## src/core/rst_vec_pkg.sv

```systemverilog
package rst_vec_pkg;
  // register byte offsets (chosen map)
  localparam logic [7:0] mcu_control_off = 8'h00;
  localparam logic [7:0] reset_status_off = 8'h04;
  localparam logic [7:0] vector_info_off = 8'h08;
  // mcu_control field positions
  localparam int unlock_bit = 0;
  localparam int select_bit = 1;
  localparam logic [7:0] mcu_control_reset = 8'h00;
  // unlock window length in clock cycles
  localparam logic [2:0] unlock_cycles = 3'h4;
  // vector word addresses
  localparam logic [15:0] app_reset_vec = 16'h0000;
  localparam logic [15:0] boot_reset_vec = 16'h1c00;
  localparam logic [15:0] app_irq_base = 16'h0002;
  localparam logic [15:0] boot_irq_base = 16'h1c02;
  // external pin minimum low pulse
  localparam int ext_min_ns = 2500;
  localparam int clk_ns = 25;
  localparam int ext_min_cycles = (ext_min_ns + clk_ns - 1) / clk_ns;
  // axi responses
  localparam logic [1:0] resp_okay = 2'h0;
  localparam logic [1:0] resp_slverr = 2'h2;
  // delay counter base unit
  localparam int delay_unit_cycles = 64;
  localparam int delay_w = 20;
endpackage : rst_vec_pkg

```

## src/core/reset_and_vector_select.sv

```systemverilog
// Function
// - while reset is asserted every software-visible register holds its initial value.
// - on release of reset the core fetches from the currently selected reset vector.
// - the port reset output goes active at once, without a clock, when any source is active.
// - after all sources go inactive, internal reset is held while a delay counter runs.
// - the delay length comes from the startup-time and clock-select fuses only.
// - there are exactly four reset sources and any one active asserts system reset.
// - a power-on detector report of supply below threshold asserts reset.
// - an external pin held low longer than the minimum pulse asserts reset.
// - watchdog expiry asserts reset only when watchdog system-reset mode is on.
// - brown-out asserts reset only when the brown-out detector is enabled.
// - the unlock bit clears four cycles after set or when select is written.
// - interrupts are blocked while the unlock window is open.
// - with boot-reset fuse programmed and select clear reset is 0x1c00 and vectors start at 0x0002.
// - with fuse unprogrammed and select set reset is 0x0000 and vectors at 0x1c02.
`timescale 1ns/100ps
module reset_and_vector_select
(
  // clock and bus reset
  input wire logic aclk,
  input wire logic aresetn,
  // reset sources
  input wire logic por_below_threshold,
  input wire logic ext_reset_n,
  input wire logic wdt_expired,
  input wire logic wdt_reset_mode,
  input wire logic bod_enable,
  input wire logic bod_below_threshold,
  // fuses
  input wire logic [1:0] startup_time_fuses,
  input wire logic [3:0] clock_select_fuses,
  input wire logic boot_reset_fuse,
  // reset and vector outputs
  output logic port_reset,
  output logic core_reset,
  output logic [15:0] fetch_addr,
  output logic [15:0] irq_base,
  output logic irq_block,
  // axi4-lite write address
  input wire logic [7:0] s_axi_awaddr,
  input wire logic s_axi_awvalid,
  output logic s_axi_awready,
  // axi4-lite write data
  input wire logic [31:0] s_axi_wdata,
  input wire logic [3:0] s_axi_wstrb,
  input wire logic s_axi_wvalid,
  output logic s_axi_wready,
  // axi4-lite write response
  output logic [1:0] s_axi_bresp,
  output logic s_axi_bvalid,
  input wire logic s_axi_bready,
  // axi4-lite read address
  input wire logic [7:0] s_axi_araddr,
  input wire logic s_axi_arvalid,
  output logic s_axi_arready,
  // axi4-lite read data
  output logic [31:0] s_axi_rdata,
  output logic [1:0] s_axi_rresp,
  output logic s_axi_rvalid,
  input wire logic s_axi_rready
);

  // synchronisers for pin-level sources
  logic [4:0] src_meta_reg;
  logic [4:0] src_sync_reg;
  logic [4:0] src_raw;
  assign src_raw = {~ext_reset_n, por_below_threshold, wdt_expired,
                    bod_below_threshold, bod_enable};

  always_ff @(posedge aclk)
  begin
    src_meta_reg <= src_raw;
    src_sync_reg <= src_meta_reg;
  end

  // external pin must stay low for the minimum pulse before it counts
  logic [7:0] ext_cnt_reg;
  logic [7:0] ext_cnt_next;
  logic ext_long;
  assign ext_long = ext_cnt_reg >= 8'(rst_vec_pkg::ext_min_cycles);
  assign ext_cnt_next = !src_sync_reg[4] ? 8'h00 : (ext_long ? ext_cnt_reg : ext_cnt_reg + 8'h01);

  always_ff @(posedge aclk)
  begin
    if (!aresetn)
      ext_cnt_reg <= 8'h00;
    else
      ext_cnt_reg <= ext_cnt_next;
  end

  // the four sources; sync copies gate the clocked stretch
  logic [3:0] src_vec;
  logic any_src;
  assign src_vec[0] = src_sync_reg[3];
  assign src_vec[1] = ext_long;
  assign src_vec[2] = src_sync_reg[2] & wdt_reset_mode;
  assign src_vec[3] = src_sync_reg[1] & src_sync_reg[0];
  assign any_src = |src_vec;

  // raw combination drives the clockless port reset path
  logic async_src;
  assign async_src = por_below_threshold | ~ext_reset_n
                   | (wdt_expired & wdt_reset_mode)
                   | (bod_enable & bod_below_threshold);

  // port reset flop: asynchronous set from the raw sources, needs no clock
  always_ff @(posedge aclk or posedge async_src)
  begin
    if (async_src)
      port_reset <= 1'b1;
    else
      port_reset <= any_src | core_reset;
  end

  // delay length from fuses only; software has no say
  function automatic logic [rst_vec_pkg::delay_w-1:0] delay_len(input logic [1:0] st_fuse,
                                                               input logic [3:0] ck_fuse);
    delay_len = rst_vec_pkg::delay_w'((st_fuse + 2'h1) * (ck_fuse + 4'h1)
                                      * rst_vec_pkg::delay_unit_cycles);
  endfunction : delay_len

  logic [rst_vec_pkg::delay_w-1:0] delay_cnt_reg;
  logic [rst_vec_pkg::delay_w-1:0] delay_cnt_next;
  logic delay_done;
  assign delay_done = delay_cnt_reg == delay_len(startup_time_fuses, clock_select_fuses);
  assign delay_cnt_next = any_src ? '0
                        : (delay_done ? delay_cnt_reg
                        : delay_cnt_reg + rst_vec_pkg::delay_w'(1));

  always_ff @(posedge aclk)
  begin
    if (!aresetn)
    begin
      delay_cnt_reg <= '0;
      core_reset <= 1'b1;
    end
    else
    begin
      delay_cnt_reg <= delay_cnt_next;
      core_reset <= any_src | !delay_done;
    end
  end

  // vector control register
  logic unlock_reg;
  logic select_reg;
  logic [2:0] unlock_cnt_reg;
  logic wr_fire;
  logic wr_ctrl;
  logic wr_unlock;
  logic wr_select;
  logic unlock_expire;
  logic aw_held_reg;
  logic w_held_reg;
  logic [7:0] aw_addr_reg;
  logic [31:0] w_data_reg;
  logic [3:0] w_strb_reg;

  assign wr_fire = aw_held_reg & w_held_reg & !s_axi_bvalid;
  assign wr_ctrl = wr_fire & (aw_addr_reg == rst_vec_pkg::mcu_control_off) & w_strb_reg[0];
  assign wr_unlock = wr_ctrl & w_data_reg[rst_vec_pkg::unlock_bit];
  assign wr_select = wr_ctrl & !w_data_reg[rst_vec_pkg::unlock_bit];
  assign unlock_expire = unlock_cnt_reg == rst_vec_pkg::unlock_cycles - 3'h1;

  always_ff @(posedge aclk)
  begin
    if (!aresetn || core_reset)
    begin
      unlock_reg <= rst_vec_pkg::mcu_control_reset[rst_vec_pkg::unlock_bit];
      select_reg <= rst_vec_pkg::mcu_control_reset[rst_vec_pkg::select_bit];
      unlock_cnt_reg <= 3'h0;
    end
    else if (wr_unlock)
    begin
      unlock_reg <= 1'b1;
      unlock_cnt_reg <= 3'h0;
    end
    else if (wr_select)
    begin
      if (unlock_reg)
        select_reg <= w_data_reg[rst_vec_pkg::select_bit];
      unlock_reg <= 1'b0;
    end
    else if (unlock_reg)
    begin
      unlock_cnt_reg <= unlock_cnt_reg + 3'h1;
      if (unlock_expire)
        unlock_reg <= 1'b0;
    end
  end

  // vector selection
  logic [15:0] reset_vec;
  logic [15:0] irq_vec;
  assign reset_vec = boot_reset_fuse ? rst_vec_pkg::boot_reset_vec
                   : rst_vec_pkg::app_reset_vec;
  assign irq_vec = select_reg ? rst_vec_pkg::boot_irq_base
                 : rst_vec_pkg::app_irq_base;

  always_ff @(posedge aclk)
  begin
    if (!aresetn)
    begin
      fetch_addr <= rst_vec_pkg::app_reset_vec;
      irq_base <= rst_vec_pkg::app_irq_base;
      irq_block <= 1'b1;
    end
    else
    begin
      fetch_addr <= reset_vec;
      irq_base <= irq_vec;
      irq_block <= core_reset | unlock_reg | wr_unlock;
    end
  end

  // axi write channel: capture address and data in either order
  always_ff @(posedge aclk)
  begin
    if (!aresetn)
    begin
      aw_held_reg <= 1'b0;
      w_held_reg <= 1'b0;
      aw_addr_reg <= 8'h00;
      w_data_reg <= 32'h0000_0000;
      w_strb_reg <= 4'h0;
      s_axi_bvalid <= 1'b0;
      s_axi_bresp <= rst_vec_pkg::resp_okay;
    end
    else
    begin
      if (s_axi_awvalid && s_axi_awready)
      begin
        aw_held_reg <= 1'b1;
        aw_addr_reg <= s_axi_awaddr;
      end
      if (s_axi_wvalid && s_axi_wready)
      begin
        w_held_reg <= 1'b1;
        w_data_reg <= s_axi_wdata;
        w_strb_reg <= s_axi_wstrb;
      end
      if (wr_fire)
      begin
        aw_held_reg <= 1'b0;
        w_held_reg <= 1'b0;
        s_axi_bvalid <= 1'b1;
        s_axi_bresp <= (aw_addr_reg == rst_vec_pkg::mcu_control_off)
                       ? rst_vec_pkg::resp_okay : rst_vec_pkg::resp_slverr;
      end
      else if (s_axi_bready)
        s_axi_bvalid <= 1'b0;
    end
  end

  always_ff @(posedge aclk)
  begin
    if (!aresetn)
    begin
      s_axi_awready <= 1'b0;
      s_axi_wready <= 1'b0;
    end
    else
    begin
      s_axi_awready <= !aw_held_reg && !(s_axi_awvalid && s_axi_awready) && !s_axi_bvalid;
      s_axi_wready <= !w_held_reg && !(s_axi_wvalid && s_axi_wready) && !s_axi_bvalid;
    end
  end

  // axi read channel
  logic [31:0] rd_word;
  logic rd_hit;
  assign rd_hit = s_axi_araddr == rst_vec_pkg::mcu_control_off
               || s_axi_araddr == rst_vec_pkg::reset_status_off
               || s_axi_araddr == rst_vec_pkg::vector_info_off;
  assign rd_word = (s_axi_araddr == rst_vec_pkg::mcu_control_off)
                   ? {30'h0, select_reg, unlock_reg}
                 : (s_axi_araddr == rst_vec_pkg::reset_status_off)
                   ? {27'h0, core_reset, src_vec}
                 : (s_axi_araddr == rst_vec_pkg::vector_info_off)
                   ? {irq_vec, reset_vec}
                 : 32'h0000_0000;

  always_ff @(posedge aclk)
  begin
    if (!aresetn)
    begin
      s_axi_arready <= 1'b0;
      s_axi_rvalid <= 1'b0;
      s_axi_rdata <= 32'h0000_0000;
      s_axi_rresp <= rst_vec_pkg::resp_okay;
    end
    else
    begin
      s_axi_arready <= !s_axi_rvalid && !(s_axi_arvalid && s_axi_arready);
      if (s_axi_arvalid && s_axi_arready)
      begin
        s_axi_rvalid <= 1'b1;
        s_axi_rdata <= rd_word;
        s_axi_rresp <= rd_hit ? rst_vec_pkg::resp_okay : rst_vec_pkg::resp_slverr;
      end
      else if (s_axi_rready)
        s_axi_rvalid <= 1'b0;
    end
  end

  // checks
  a_unlock_four_cycles: assert property (@(posedge aclk) disable iff (!aresetn || core_reset)
    $rose(unlock_reg) && !wr_select [*1] |-> ##[0:4] !unlock_reg)
    else $error("unlock bit outlived its window");
  a_select_clears_unlock: assert property (@(posedge aclk) disable iff (!aresetn || core_reset)
    wr_select |=> !unlock_reg)
    else $error("select write did not clear unlock");
  a_locked_select_kept: assert property (@(posedge aclk) disable iff (!aresetn || core_reset)
    wr_select && !unlock_reg |=> $stable(select_reg))
    else $error("select changed without unlock");
  a_irq_blocked_open: assert property (@(posedge aclk) disable iff (!aresetn)
    unlock_reg |=> irq_block)
    else $error("interrupts open during unlock window");
  a_src_holds_reset: assert property (@(posedge aclk) disable iff (!aresetn)
    any_src |=> core_reset && delay_cnt_reg == '0)
    else $error("source did not restart delay");
  a_release_at_done: assert property (@(posedge aclk) disable iff (!aresetn)
    $fell(core_reset) |-> $past(delay_done) && !$past(any_src))
    else $error("reset released before delay end");
  a_bod_disabled_quiet: assert property (@(posedge aclk) disable iff (!aresetn)
    !src_sync_reg[0] |-> !src_vec[3])
    else $error("disabled brown-out caused reset");
  a_wdt_mode_gate: assert property (@(posedge aclk) disable iff (!aresetn)
    !wdt_reset_mode |-> !src_vec[2])
    else $error("watchdog reset without mode");
  a_fetch_vector: assert property (@(posedge aclk) disable iff (!aresetn)
    ##1 (fetch_addr == (boot_reset_fuse ? rst_vec_pkg::boot_reset_vec
                        : rst_vec_pkg::app_reset_vec)) or $changed(boot_reset_fuse))
    else $error("fetch address does not match fuse");
  a_reg_init_reset: assert property (@(posedge aclk) disable iff (!aresetn)
    core_reset |=> !unlock_reg && !select_reg)
    else $error("control not at initial value in reset");
  a_port_reset_src: assert property (@(posedge aclk) disable iff (!aresetn)
    async_src |-> port_reset)
    else $error("port reset missing with source active");

endmodule : reset_and_vector_select

```

## config.mk

```make
export PLATFORM = sky130hd
export DESIGN_NAME = reset_and_vector_select
export DESIGN_NICKNAME = d
export VERILOG_FILES = /design/src/core/rst_vec_pkg.sv /design/src/core/reset_and_vector_select.sv
export SDC_FILE = /design/constraint.sdc
export NUM_CORES = 1
export LEC_CHECK = 0
export BUFFER_PORTS_ARGS = -buffer_cell sky130_fd_sc_hd__buf_2
export CORE_MARGIN = 3
export CORE_UTILIZATION = 30
export DETAILED_ROUTE_END_ITERATION = 8
export PLACE_DENSITY = 0.49
export SETUP_SLACK_MARGIN = 0.15
export SLEW_MARGIN = 20
export SYNTH_ARGS = -nofsm -noshare
export SYNTH_HDL_FRONTEND = slang
export SYNTH_SLANG_ARGS = --single-unit
```

## constraint.sdc

```tcl
create_clock -name aclk -period 2.2 [get_ports aclk]
set_input_delay 0.11 -clock aclk [delete_from_list [all_inputs] [get_ports aclk]]
set_output_delay 0.11 -clock aclk [all_outputs]
set_load 0.02 [all_outputs]
```

==> run_results.csv <==
group,metric,value,unit
status,outcome,"finished with violations",
status,violations,"setup timing",
place,dp_hpwl,6.28,mm
final_layout,largest_register_ff_count,20,
final_layout,layout-drive-gt1-share,25.6,%
timing,setup-violations-final,13,
grt,gr-usage-all-layers,11.4,%
final_layout,area_growth,26.5,%
grt,grt_pass1_vias,2934,
grt,grt_max_degree,32,
timing,tightest_slew,0.614,ns
final_layout,regArea,1530,µm²
timing,finalHoldViolCount,0,
timing,fin_tns_setup,-5.46,ns
setup_path,crit_slowest_cell,"fa_2",
synth,yosys-top-cells-count,"75 x dfxtp_1, 56 x buf_4, 41 x nand2_1",
job,maxCapViolations,0,
routing,routed_wl,8.27,mm
die,die_height,121,µm
setup_path,cp_data_required_time,2.42,ns
power,power_density,737,nW/µm²
routing,via_per_inst,4.41,
grt,antenna_found_initial,0,
routing,drtAntennaViolNets,0,
synth,synth_ff_type,"dfxtp_1",
synth,synthTopCellsByArea,"dfxtp_1 38%, buf_4 11%, ha_1 4.7%",
setup_path,cp-end-kind,"register",
synth,ys_async_sr_fraction,1.32,%
power,peakVddDrop,0.430,mV
clocking,clock-sinks,76,
synth,synth_cell_type_count,52,
timing,period_minus_slack,2.66,ns
synth,yosys_warnings,0,
routing,via_count,3116,
place,routabilityCongestion,0.781,
synth,syn_inst,440,
routing,met2_length,3.96,mm
die,start_util,31.1,%
die,die_w,121,µm
timing,skew,0.00775,ns
timing,slew_violations,0,
setup_path,cp_common_cell,"buf_4",
final_layout,fin_cells,707,
grt,grt_pass1_wl,13.6,mm
clocking,root_buffer,"clkbuf_16",
timing,max_freq,376,MHz
final_layout,diodes,0,
synth,yosysTopAreaCellShare,37.7,%
synth,seq_area_frac_synth,38.4,%
synth,avgSynthCellArea,9.04,µm²
final_layout,multi_input_area,2270,µm²
final_layout,nets,622,
synth,synth_most_common_cell,"dfxtp_1",
clocking,cts_max_level,3,
place,port_buffers,66,
timing,relSlewSlack,58.8,%
timing,rsz0062_at_grt,"yes",
place,place_ws,-0.917,ns
worst_hold_path,hold_class,"in2reg",
place,place_inst,683,
die,dieArea,14700,µm²
synth,ys_ff_latch,76,
setup_path,slowest_delay,0.54,ns
clocking,cts_tree,"built",
clocking,tritoncts.num_buffers,9,
synth,syn_area,3980,µm²
setup_path,crit_type,"in2reg",
routing,wirelength_met1,3.74,mm
clocking,cts_buffer_depth,2,
routing,drt-wirelength-per-cell,11.7,µm
routing,routed.top_layer,"met4",
die,io_pins,148,
final_layout,fillers,1297,
routing,wl_met3,506,µm
timing,final.period_utilization,121,%
routing,drc,0,
clocking,clkTransAtPathRegs,0.06,ns
setup_path,critPathArrivalTime,2.88,ns
synth,synth-edff-count,0,
synth,synth_top_area_cell,"dfxtp_1",
routing,firstDrtPassIters,4,
power,leakagePower,0.00220,µW
setup_path,critical_path.max_fanout,5,
grt,overflow,0,
routing,drtIter0Drc,99,
die,core_area,12800,µm²
setup_path,path_cells,"buf_8 -> ha_4 -> xor2_2 -> nor2b_4 -> fa_1 -> ha_2 -> fa_2 -> xnor2_2 -> nand4_1 -> buf_4 -> nor4_4 -> buf_4 -> a31oi_4 -> and2_1",
timing,fin_ws,-0.461,ns
die,fp-row-count,41,
setup_path,startpoint_type,"primary input",
clocking,clk_latency,0.32,ns
## cell type report
type | instances | share of cell area [%]
inverter | 13 | 0.969
timing repair buffer | 98 | 12.0
tap | 172 | 4.28
clock buffer | 9 | 4.47
multi-input combinational | 333 | 45.2
clock inverter | 6 | 2.73
sequential | 76 | 30.4
## stage by stage
step	cell area [µm²]	utilization, %	hold WS [ns]	power [µW]
after global routing	5030	39.4	0.0305	3870
after CTS	5010	39.2	0.0189	3750
final	5030	39.4	0.0311	3710
after detailed placement	4470	35.0	0.229	1910
after global placement	4470	35.0	0.231	1910
after floorplan	4210	-	0.138	1830
## worst paths after layout
| path | startpoint | to | slack, ns | depth (start not counted) |
|---|---|---|---|---|
| worst min register to register | src_meta_reg[4] | src_sync_reg[4] | 0.32 | 0 |
| worst min-delay path | s_axi_awaddr[3] | aw_addr_reg[3] | 0.03 | 3 |
| min in group asynchronous | wdt_reset_mode | port_reset | 0.24 | 3 |
| worst max register to register | delay_cnt_reg[1] | delay_cnt_reg[1] | 0.26 | 7 |
| max in group asynchronous | wdt_expired | port_reset | 1.40 | 4 |
| worst max-delay path | clock_select_fuses[0] | delay_cnt_reg[5] | -0.46 | 14 |
## critical path: cells and delay by family
| family | cells | cell delay [ns] |
|---|---|---|
| adders and majority gates | 4 | 1.32 |
| and+or+nand+nor | 4 | 0.59 |
| buffers and inverters | 3 | 0.46 |
| AOI/OAI and AO/OA | 1 | 0.10 |
| xor gates and xnor gates | 2 | 0.30 |
## power by group
group	internal (µW)	switching, µW
Clock	1220	548
Sequential	1410	22.3
Combinational	221	287
Total	2850	857
## layout by cell type, fill, tap and decap left out, drive strengths merged, types with 13 or more instances in the layout
master	count
a21boi	14
nand2	41
nand4	13
ha	15
and2	16
xnor2	14
nand3	21
buf	92
conb	48
inv	13
dfxtp	75
nor2	26
xor2	16
## kinds of logic after synthesis
| group | Yosys count | share of synthesized area (%) |
|---|---|---|
| xor gates and xnor gates | 30 | 6.61 |
| and+or+nand+nor | 185 | 25.4 |
| buffers and inverters | 78 | 12.8 |
| AOI/OAI and AO/OA | 45 | 8.56 |
| adders and majority gates | 19 | 6.73 |
| other | 2 | 0.189 |
| muxes | 5 | 1.29 |
| DFF | 76 | 38.4 |
## metal layers
layer  global-route usage [%]  up-vias
met2                     19.7       82
met3                     3.17        7
met5                        0        -
met4                     2.73        0
li1                         -     1594
met1                     14.1     1433
## what timing repair did
action | 4_1_cts | 5_1_grt
buffers inserted | 2 | 0
endpoints found under the setup margin | 13 | 13
pin swaps | 10 | 4
endpoints found under the hold margin | 6 | 0
gates cloned | 1 | 0
resized for setup | 16 | 4
hold buffers | 6 | 0
Power figures use the tool's default switching activity.
